[src/logic/mie_pkg.sv]
/*
  Package for the instruction execute block: operation codes, request and
  flag carriers, register offsets, widths and reset values.
  Assumes a single core clock and the core reset.
*/
package mie_pkg;

  // ==========================================================
  // Widths
  localparam int unsigned PC_W    = 11;
  localparam int unsigned MADDR_W = 8;
  localparam int unsigned RADDR_W = 4;

  // ==========================================================
  // Register offsets on the plain register port
  localparam logic [RADDR_W-1:0] REG_STATUS = 4'h0;
  localparam logic [RADDR_W-1:0] REG_INTERRUPT_CONTROL_REGISTER   = 4'h1;

  // ==========================================================
  // Reset values
  localparam logic [7:0]      RST_ACC  = 8'h00;
  localparam logic [PC_W-1:0] RST_PC   = 11'h000;
  localparam logic [5:0]      RST_FLG  = 6'h00;
  localparam logic            RST_GIE  = 1'b0;
  localparam logic [7:0]      RD_ZERO  = 8'h00;

  // ==========================================================
  // Operation codes
  typedef enum logic [4:0] {
    OP_POWERDOWN      = 5'h00,
    OP_INCREMENT      = 5'h01,
    OP_INCREMENT_ACC  = 5'h02,
    OP_DIRECT_JUMP    = 5'h03,
    OP_MOVE_ACC_MEM   = 5'h04,
    OP_MOVE_ACC_IMM   = 5'h05,
    OP_MOVE_MEM_ACC   = 5'h06,
    OP_NO_OPERATION   = 5'h07,
    OP_OR_ACC_MEM     = 5'h08,
    OP_OR_ACC_IMM     = 5'h09,
    OP_OR_TO_MEMORY   = 5'h0a,
    OP_SUB_RETURN     = 5'h0b,
    OP_RETURN_IMM     = 5'h0c,
    OP_INT_RETURN     = 5'h0d,
    OP_ROT_LEFT       = 5'h0e,
    OP_ROT_LEFT_ACC   = 5'h0f,
    OP_ROT_LEFT_C     = 5'h10,
    OP_ROT_LEFT_C_ACC = 5'h11,
    OP_ROT_RIGHT      = 5'h12,
    OP_ROT_RIGHT_ACC  = 5'h13,
    OP_ROT_RIGHT_C    = 5'h14,
    OP_ROT_RIGHT_C_ACC = 5'h15
  } mie_op_t;

  // ==========================================================
  // Carriers
  typedef struct packed {
    mie_op_t            op;
    logic [MADDR_W-1:0] maddr;
    logic [7:0]         imm;
    logic [PC_W-1:0]    jaddr;
  } mie_req_t;

  typedef struct packed {
    logic timeout_flag;
    logic powerdown_flag;
    logic overflow_flag;
    logic zero_flag;
    logic aux_carry_flag;
    logic carry_flag;
  } mie_flags_t;

  typedef enum logic [1:0] {
    ST_RUN  = 2'b00,
    ST_RET2 = 2'b01,
    ST_HALT = 2'b10
  } mie_state_t;

endpackage

[src/logic/mie_exec.sv]
/*
  Execute stage for part of an 8-bit instruction set: power-down, increment,
  jump, moves, no-operation, OR, returns and rotates.
  Assumes the operand byte of the addressed data memory location arrives with
  the request, the return stack top is presented by the stack logic, and all
  inputs are on mclk.
*/
// Our own choices: strobed register access and the register addresses.
//
// How it works
// [RULE1] Power-down keeps data, clears watchdog, sets powerdown, clears timeout, PC plus one.
// [RULE2] Increment adds one to the memory byte, writes it back, updates zero only.
// [RULE3] Increment-to-acc puts byte plus one in acc, memory kept, zero only.
// [RULE4] Direct jump loads PC bits 0 to 10 from the address field, no flags.
// [RULE5] Moves copy memory to acc, acc to memory, or immediate to acc; no flags.
// [RULE6] No-operation only advances the PC by one.
// [RULE7] OR of acc with memory or immediate goes to acc, zero flag only.
// [RULE8] OR-to-memory writes acc OR byte back to memory, zero flag only.
// [RULE9] Subroutine return reloads PC from stack, takes two cycles, no flags.
// [RULE10] Return-with-value reloads PC from stack and loads immediate into acc.
// [RULE11] Interrupt return reloads PC from stack and sets global interrupt enable.
// [RULE12] Rotate left in place wraps bit 7 into bit 0, no flags.
// [RULE13] Rotate left to acc wraps bit 7 to bit 0, memory and flags kept.
// [RULE14] Rotate left through carry in place: old carry to bit 0, bit 7 to carry.
// [RULE15] Rotate left through carry to acc: old carry bit 0, bit 7 to carry.
// [RULE16] Rotate right in place wraps bit 0 into bit 7, no flags.
// [RULE17] Rotate right to acc wraps bit 0 to bit 7, memory and flags kept.
// [RULE18] Rotate right through carry in place: old carry bit 7, bit 0 to carry.
// [RULE19] Power-down stops execution and turns the system clock off.
// [RULE20] Instructions not loading the PC advance it by one.
`timescale 1ns/1ps
module mie_exec (
  input  wire logic                         mclk,
  input  wire logic                         rstn,
  input  wire logic                         exec_valid,
  input  wire mie_pkg::mie_req_t            exec_req,
  input  wire logic [7:0]                   mem_rdata,
  input  wire logic [mie_pkg::PC_W-1:0]     stack_top,
  input  wire logic                         wake_req,
  input  wire logic [mie_pkg::RADDR_W-1:0]  reg_addr,
  input  wire logic [7:0]                   reg_wdata,
  input  wire logic                         reg_wr,
  input  wire logic                         reg_rd,
  output logic [7:0]                        reg_rdata,
  output logic                              exec_ready,
  output logic [mie_pkg::PC_W-1:0]          pc,
  output logic [7:0]                        accumulator,
  output mie_pkg::mie_flags_t               flags,
  output logic                              global_interrupt_enable,
  output logic                              mem_we,
  output logic [mie_pkg::MADDR_W-1:0]       mem_addr,
  output logic [7:0]                        mem_wdata,
  output logic                              stack_pop,
  output logic                              watchdog_clear,
  output logic                              sys_clk_off
);

  // ==========================================================
  // Helpers
  function automatic logic [7:0] rot_left(input logic [7:0] b, input logic in0);
    rot_left = {b[6:0], in0};
  endfunction

  function automatic logic [7:0] rot_right(input logic [7:0] b, input logic in7);
    rot_right = {in7, b[7:1]};
  endfunction

  // ==========================================================
  // State
  mie_pkg::mie_state_t          st_r;
  mie_pkg::mie_state_t          st_nxt;
  logic                         ready_r;
  logic [mie_pkg::PC_W-1:0]     pc_r;
  logic [mie_pkg::PC_W-1:0]     pc_nxt;
  logic [7:0]                   acc_r;
  logic [7:0]                   acc_nxt;
  mie_pkg::mie_flags_t          flg_r;
  mie_pkg::mie_flags_t          flg_nxt;
  logic                         gie_r;
  logic                         gie_nxt;
  logic                         mwe_r;
  logic                         mwe_nxt;
  logic [mie_pkg::MADDR_W-1:0]  maddr_r;
  logic [mie_pkg::MADDR_W-1:0]  maddr_nxt;
  logic [7:0]                   mwd_r;
  logic [7:0]                   mwd_nxt;
  logic                         pop_r;
  logic                         pop_nxt;
  logic                         wclr_r;
  logic                         wclr_nxt;
  logic                         off_r;
  logic                         off_nxt;
  logic [7:0]                   rdata_r;

  // ==========================================================
  // Decode
  wire                          take      = exec_valid && ready_r;
  wire [7:0]                    opnd      = mem_rdata;
  wire [7:0]                    inc_res   = opnd + 8'h01;
  wire [7:0]                    or_res    = acc_r | opnd;
  wire [7:0]                    or_imm    = acc_r | exec_req.imm;
  wire [mie_pkg::PC_W-1:0]      pc_inc    = pc_r + 11'h001;
  wire                          wr_stat   = reg_wr && (reg_addr == mie_pkg::REG_STATUS);
  wire                          wr_interrupt_control_register   = reg_wr && (reg_addr == mie_pkg::REG_INTERRUPT_CONTROL_REGISTER);
  wire [7:0]                    rd_sel    =
    (reg_addr == mie_pkg::REG_STATUS) ? {2'h0, flg_r} :
    (reg_addr == mie_pkg::REG_INTERRUPT_CONTROL_REGISTER)   ? {7'h00, gie_r} : mie_pkg::RD_ZERO;
  wire [7:0]                    rdata_nxt = reg_rd ? rd_sel : mie_pkg::RD_ZERO;

  // ==========================================================
  // Next state
  always_comb
  begin
    st_nxt    = st_r;
    pc_nxt    = pc_r;
    acc_nxt   = acc_r;
    flg_nxt   = flg_r;
    gie_nxt   = gie_r;
    mwe_nxt   = 1'b0;
    maddr_nxt = maddr_r;
    mwd_nxt   = mwd_r;
    pop_nxt   = 1'b0;
    wclr_nxt  = 1'b0;
    off_nxt   = off_r;
    // Software writes first; an instruction in the same cycle wins
    if (wr_stat)
    begin
      flg_nxt = mie_pkg::mie_flags_t'(reg_wdata[5:0]);
    end
    if (wr_interrupt_control_register)
    begin
      gie_nxt = reg_wdata[0];
    end
    unique case (st_r)
      mie_pkg::ST_RUN:
      begin
        if (take)
        begin
          pc_nxt    = pc_inc; // RULE20
          maddr_nxt = exec_req.maddr;
          unique case (exec_req.op)
            mie_pkg::OP_POWERDOWN:
            begin
              flg_nxt.powerdown_flag = 1'b1; // RULE1
              flg_nxt.timeout_flag   = 1'b0; // RULE1
              wclr_nxt               = 1'b1; // RULE1
              off_nxt                = 1'b1; // RULE19
              st_nxt                 = mie_pkg::ST_HALT; // RULE19
            end
            mie_pkg::OP_INCREMENT:
            begin
              mwe_nxt           = 1'b1; // RULE2
              mwd_nxt           = inc_res; // RULE2
              flg_nxt.zero_flag = (inc_res == 8'h00); // RULE2
            end
            mie_pkg::OP_INCREMENT_ACC:
            begin
              acc_nxt           = inc_res; // RULE3
              flg_nxt.zero_flag = (inc_res == 8'h00); // RULE3
            end
            mie_pkg::OP_DIRECT_JUMP:
            begin
              pc_nxt = exec_req.jaddr; // RULE4
            end
            mie_pkg::OP_MOVE_ACC_MEM:
            begin
              acc_nxt = opnd; // RULE5
            end
            mie_pkg::OP_MOVE_ACC_IMM:
            begin
              acc_nxt = exec_req.imm; // RULE5
            end
            mie_pkg::OP_MOVE_MEM_ACC:
            begin
              mwe_nxt = 1'b1; // RULE5
              mwd_nxt = acc_r; // RULE5
            end
            mie_pkg::OP_NO_OPERATION:
            begin
              pc_nxt = pc_inc; // RULE6
            end
            mie_pkg::OP_OR_ACC_MEM:
            begin
              acc_nxt           = or_res; // RULE7
              flg_nxt.zero_flag = (or_res == 8'h00); // RULE7
            end
            mie_pkg::OP_OR_ACC_IMM:
            begin
              acc_nxt           = or_imm; // RULE7
              flg_nxt.zero_flag = (or_imm == 8'h00); // RULE7
            end
            mie_pkg::OP_OR_TO_MEMORY:
            begin
              mwe_nxt           = 1'b1; // RULE8
              mwd_nxt           = or_res; // RULE8
              flg_nxt.zero_flag = (or_res == 8'h00); // RULE8
            end
            mie_pkg::OP_SUB_RETURN:
            begin
              pc_nxt  = stack_top; // RULE9
              pop_nxt = 1'b1;
              st_nxt  = mie_pkg::ST_RET2; // RULE9
            end
            mie_pkg::OP_RETURN_IMM:
            begin
              pc_nxt  = stack_top; // RULE10
              acc_nxt = exec_req.imm; // RULE10
              pop_nxt = 1'b1;
              st_nxt  = mie_pkg::ST_RET2;
            end
            mie_pkg::OP_INT_RETURN:
            begin
              pc_nxt  = stack_top; // RULE11
              gie_nxt = 1'b1; // RULE11
              pop_nxt = 1'b1;
              st_nxt  = mie_pkg::ST_RET2;
            end
            mie_pkg::OP_ROT_LEFT:
            begin
              mwe_nxt = 1'b1; // RULE12
              mwd_nxt = rot_left(opnd, opnd[7]); // RULE12
            end
            mie_pkg::OP_ROT_LEFT_ACC:
            begin
              acc_nxt = rot_left(opnd, opnd[7]); // RULE13
            end
            mie_pkg::OP_ROT_LEFT_C:
            begin
              mwe_nxt            = 1'b1; // RULE14
              mwd_nxt            = rot_left(opnd, flg_r.carry_flag); // RULE14
              flg_nxt.carry_flag = opnd[7]; // RULE14
            end
            mie_pkg::OP_ROT_LEFT_C_ACC:
            begin
              acc_nxt            = rot_left(opnd, flg_r.carry_flag); // RULE15
              flg_nxt.carry_flag = opnd[7]; // RULE15
            end
            mie_pkg::OP_ROT_RIGHT:
            begin
              mwe_nxt = 1'b1; // RULE16
              mwd_nxt = rot_right(opnd, opnd[0]); // RULE16
            end
            mie_pkg::OP_ROT_RIGHT_ACC:
            begin
              acc_nxt = rot_right(opnd, opnd[0]); // RULE17
            end
            mie_pkg::OP_ROT_RIGHT_C:
            begin
              mwe_nxt            = 1'b1; // RULE18
              mwd_nxt            = rot_right(opnd, flg_r.carry_flag); // RULE18
              flg_nxt.carry_flag = opnd[0]; // RULE18
            end
            mie_pkg::OP_ROT_RIGHT_C_ACC:
            begin
              acc_nxt            = rot_right(opnd, flg_r.carry_flag);
              flg_nxt.carry_flag = opnd[0];
            end
            default:
            begin
              pc_nxt = pc_inc;
            end
          endcase
        end
      end
      mie_pkg::ST_RET2:
      begin
        st_nxt = mie_pkg::ST_RUN; // RULE9
      end
      mie_pkg::ST_HALT:
      begin
        if (wake_req)
        begin
          st_nxt  = mie_pkg::ST_RUN;
          off_nxt = 1'b0;
        end
      end
      default:
      begin
        st_nxt = mie_pkg::ST_RUN;
      end
    endcase
  end

  // ==========================================================
  // Registers
  always_ff @(posedge mclk or negedge rstn)
  begin
    if (!rstn)
    begin
      st_r    <= mie_pkg::ST_RUN;
      ready_r <= 1'b1;
      pc_r    <= mie_pkg::RST_PC;
      acc_r   <= mie_pkg::RST_ACC;
      flg_r   <= mie_pkg::mie_flags_t'(mie_pkg::RST_FLG);
      gie_r   <= mie_pkg::RST_GIE;
      mwe_r   <= 1'b0;
      maddr_r <= '0;
      mwd_r   <= mie_pkg::RST_ACC;
      pop_r   <= 1'b0;
      wclr_r  <= 1'b0;
      off_r   <= 1'b0;
      rdata_r <= mie_pkg::RD_ZERO;
    end
    else
    begin
      st_r    <= st_nxt;
      ready_r <= (st_nxt == mie_pkg::ST_RUN); // RULE19
      pc_r    <= pc_nxt;
      acc_r   <= acc_nxt;
      flg_r   <= flg_nxt;
      gie_r   <= gie_nxt;
      mwe_r   <= mwe_nxt;
      maddr_r <= maddr_nxt;
      mwd_r   <= mwd_nxt;
      pop_r   <= pop_nxt;
      wclr_r  <= wclr_nxt;
      off_r   <= off_nxt;
      rdata_r <= rdata_nxt;
    end
  end

  // ==========================================================
  // Outputs
  assign reg_rdata               = rdata_r;
  assign exec_ready              = ready_r;
  assign pc                      = pc_r;
  assign accumulator             = acc_r;
  assign flags                   = flg_r;
  assign global_interrupt_enable = gie_r;
  assign mem_we                  = mwe_r;
  assign mem_addr                = maddr_r;
  assign mem_wdata               = mwd_r;
  assign stack_pop               = pop_r;
  assign watchdog_clear          = wclr_r;
  assign sys_clk_off             = off_r;

  wire quiet = !reg_wr;
endmodule

[config.mk]
export PLATFORM = sky130hd
export DESIGN_NAME = mie_exec
export DESIGN_NICKNAME = d
export VERILOG_FILES = /design/src/logic/mie_pkg.sv /design/src/logic/mie_exec.sv
export SDC_FILE = /design/constraint.sdc
export NUM_CORES = 1
export LEC_CHECK = 0
export BUFFER_PORTS_ARGS = -buffer_cell sky130_fd_sc_hd__buf_2
export CORE_UTILIZATION = 52
export DETAILED_ROUTE_END_ITERATION = 6
export PLACE_DENSITY = 0.83
export SETUP_SLACK_MARGIN = 0.05
export SKIP_LAST_GASP = 1
export SLEW_MARGIN = 20
export SYNTH_ARGS = -nofsm -noshare
export SYNTH_HDL_FRONTEND = slang
export SYNTH_SLANG_ARGS = --single-unit
export TNS_END_PERCENT = 20
[constraint.sdc]
create_clock -name mclk -period 1.95 [get_ports mclk]
set_clock_uncertainty 0.15 [all_clocks]
set_input_delay 0.585 -clock mclk [delete_from_list [all_inputs] [get_ports mclk]]
set_output_delay 0.585 -clock mclk [all_outputs]
set_load 0.01 [all_outputs]
==> out/results.ini <==
[run_status]
run_status=finished clean

[setup_path]
cp-end-kind=flop
timing.rr.start=pc[1]$_DFFE_PN0P_
timing.reg2reg.setup_slack_ns=0.07
timing.rr.end=pc[10]$_DFFE_PN0P_
arrival_time_at_the_worst_endpoint_ns=1.99
timing.critical_path.from_type=primary input
worst_setup_path_startpoint=exec_req[27]
required_ns=2.05
critical_path_peak_fanout=8
criticalPathCategory=primary input to flop
worst_reg_to_reg_cells=6

[synth]
yosys_warnings=0
synth_seq_area_share_pct=34.4
synthesis.instances=466
synth_flop_cell=sky130_fd_sc_hd__dfrtp_1
synth_seq_cells=55
synth_async_sr_flop_share_pct=100
number_of_synthesized_flops_with_an_enable_pin=0
synthesis.area_mm2=0.00401
post_synth.cell_area_avg_um2=8.60
synth.distinct_cells=74

[floorplan]
floorplan.initialDensity_pct=54.4
placementRows=31
ios=124
chipWidth_um=89.8
die_y_um=89.8
core_region_area_mm2=0.00737
design.die.area_mm2=0.00806

[sta]
period_share_pct=97.1
unrepaired_setup_endpoints_after_global_routing=yes
tightest_slew_ns=0.538
minimum_period_implied_by_the_final_worst_setup_slack_ns=1.89
final-max-slew-violation-count=0
relSlewSlack_pct=63.9
timing_hold_violations_final=0
fin_ws_ns=0.0556
clock.fmax_mhz=528
finalSetupViolCount=0
hold_ws_ns=0.0185

[clocking]
numClockSinks=55
htreeDepth=2
cts_made_buffers=5
post_cts_hold_buffer_count=0
clock_latency_ns=0.32
clk_pin_slew_worst_paths_ns=0.12
cts-root-buf=sky130_fd_sc_hd__clkbuf_8
tritoncts=built
clk_path_buf_depth=2

[power]
vdd_ir_drop_max_mv=0.397
power.static_leakage_nw=2.66
power_density_mw_per_mm2=715

[route]
post_drt_wl_per_cell_um=17.1
drt-total-wl_um=12900
drt-vias-per-instance=6.01
final_antenna_net_count=0
detail_route.drc_violations=0
first_pass_iters=7
initialDrtViolationCount=342
routed-via-count=4535

[placement]
place_ws_ns=-0.397
buffers_on_ports=119
place_area_mm2=0.00527
detailedPlacementHpwl_um=9510
place_congestion=0.922

[global_route]
first_pass_grt_wire_length_um=20800
antenna_violations_before_repair=0
grt_start_max_net_pins=30
first_global_vias=4318
globalRouteOverflowTotal=0
grt_use_total_pct=31.4

[hold_path]
min_path_type=primary input to asynchronous set/reset pin

[layout]
final_net_count=725
fillers=550
synthToLayoutAreaGrowth_pct=38.4
design_area_mm2=0.00555
antenna_cells_inserted=0
fraction_of_final_layout_cells_sized_beyond_drive_strength_1_pct=40.6

[job]
cap_violations=0

==> metrics by stage <==
step                instances  TNS, ns  utilization (%)  power (mW)
floorplan                 467    -2.16                -        2.46
global placement          742    -9.54             71.5        3.11
detailed placement        742   -10.57             71.5        3.16
CTS                       750        0             73.1        3.85
global route              754  -0.0675             75.2        4.18
finish                    754        0             75.2        3.96
==> sequential cells by signal (all words and copies together) (netlist names) <==
signal and cells:
flags 6, exec_ready 1, reg_rdata 6, pc 11, global_interrupt_enable 1, watchdog_clear 1, stack_pop 1, mem_we 1
accumulator 8, mem_addr 8, st_r 2, mem_wdata 8, sys_clk_off 1
==> cells in the final DEF (no fill, tap or decap), types with 6 or more instances in the layout <==
cell type / n
sky130_fd_sc_hd__o22ai_1: 11
sky130_fd_sc_hd__a221oi_1: 11
sky130_fd_sc_hd__a32oi_1: 6
sky130_fd_sc_hd__nand2_1: 43
sky130_fd_sc_hd__nor2_1: 29
sky130_fd_sc_hd__buf_4: 99
sky130_fd_sc_hd__a21oi_1: 15
sky130_fd_sc_hd__nor3_1: 14
sky130_fd_sc_hd__nor2b_1: 9
sky130_fd_sc_hd__dfrtp_1: 54
sky130_fd_sc_hd__a31oi_1: 7
sky130_fd_sc_hd__buf_2: 114
sky130_fd_sc_hd__mux2i_1: 15
sky130_fd_sc_hd__nand2b_1: 7
sky130_fd_sc_hd__nor4_1: 6
sky130_fd_sc_hd__o21ai_0: 19
sky130_fd_sc_hd__inv_1: 17
sky130_fd_sc_hd__and2_1: 9
sky130_fd_sc_hd__o211ai_1: 10
sky130_fd_sc_hd__nand3_1: 25
sky130_fd_sc_hd__nand4_1: 6
==> report_power, final <==
part,internal [mW],switching [mW],leakage [nW]
logic,0.756,0.825,1.93
clock network,0.267,0.420,0.0502
registers,1.40,0.295,0.673
total,2.43,1.54,2.66
==> worst max path at each step <==
| stage | end | slack [ns] | depth (start not counted) |
|---|---|---|---|
| finish | accumulator[1]$_DFFE_PN0P_ | 0.06 | 8 |
| global route | pc[10]$_DFFE_PN0P_ | -0.07 | 6 |
| CTS | accumulator[1]$_DFFE_PN0P_ | 0.02 | 7 |
| detailed placement | mem_wdata[5]$_DFFE_PN0P_ | -0.40 | 8 |
| global placement | accumulator[7]$_DFFE_PN0P_ | -0.35 | 6 |
| floorplan | accumulator[7]$_DFFE_PN0P_ | -0.16 | 8 |
==> Yosys cell counts, drive strengths merged (12+ instances only) <==
master / n / area, um2
inv: 17 / 63.8
dfrtp: 54 / 1350
mux2i: 15 / 150
nand3: 25 / 125
a21oi: 16 / 91.3
nand2: 44 / 165
buf: 28 / 193
a221oi: 14 / 123
o21ai: 24 / 131
clkbuf: 14 / 52.6
nor3: 15 / 75.1
nor2: 32 / 130
o22ai: 12 / 75.1
==> worst max-delay path, stage by stage <==
cell                       delay [ns]
sky130_fd_sc_hd__clkbuf_4        0.15
sky130_fd_sc_hd__nand2b_1        0.16
sky130_fd_sc_hd__a211o_1         0.30
sky130_fd_sc_hd__buf_4           0.15
sky130_fd_sc_hd__a31oi_4         0.28
sky130_fd_sc_hd__buf_6           0.18
sky130_fd_sc_hd__nor2_1          0.04
sky130_fd_sc_hd__a21oi_1         0.14
==> repair_timing <==
action,4_1_cts,5_1_grt
gates cloned,0,1
buffers inserted,0,3
pin swaps,0,12
setup endpoints to repair,21,23
gates resized for setup,6,26
==> layer usage <==
metal	routed length, um	global-route usage [%]
met5	0	0
met4	375	11.2
met3	923	4.23
met2	6280	52.4
met1	5310	41.8
==> kinds of logic after synthesis <==
| group | share of synthesized area (%) |
|---|---|
| flops | 34.4 |
| xor+xnor | 2.59 |
| compound gates | 23.3 |
| fa+ha+maj | 2.22 |
| buf+inv | 7.71 |
| simple gates | 25.1 |
| other cells | 0.0936 |
| mux | 4.59 |
==> cell type report <==
cell class	instances	area, um2	area share [%]
clock buffer	5	68.8	1.24
clock inverter	3	28.8	0.519
inverter	17	63.8	1.15
multi-input combinational	353	2440	44.1
sequential	55	1380	24.8
tap	99	124	2.23
timing repair buffer	222	1440	25.9
Note: power is estimated with default switching activity, not from simulation.
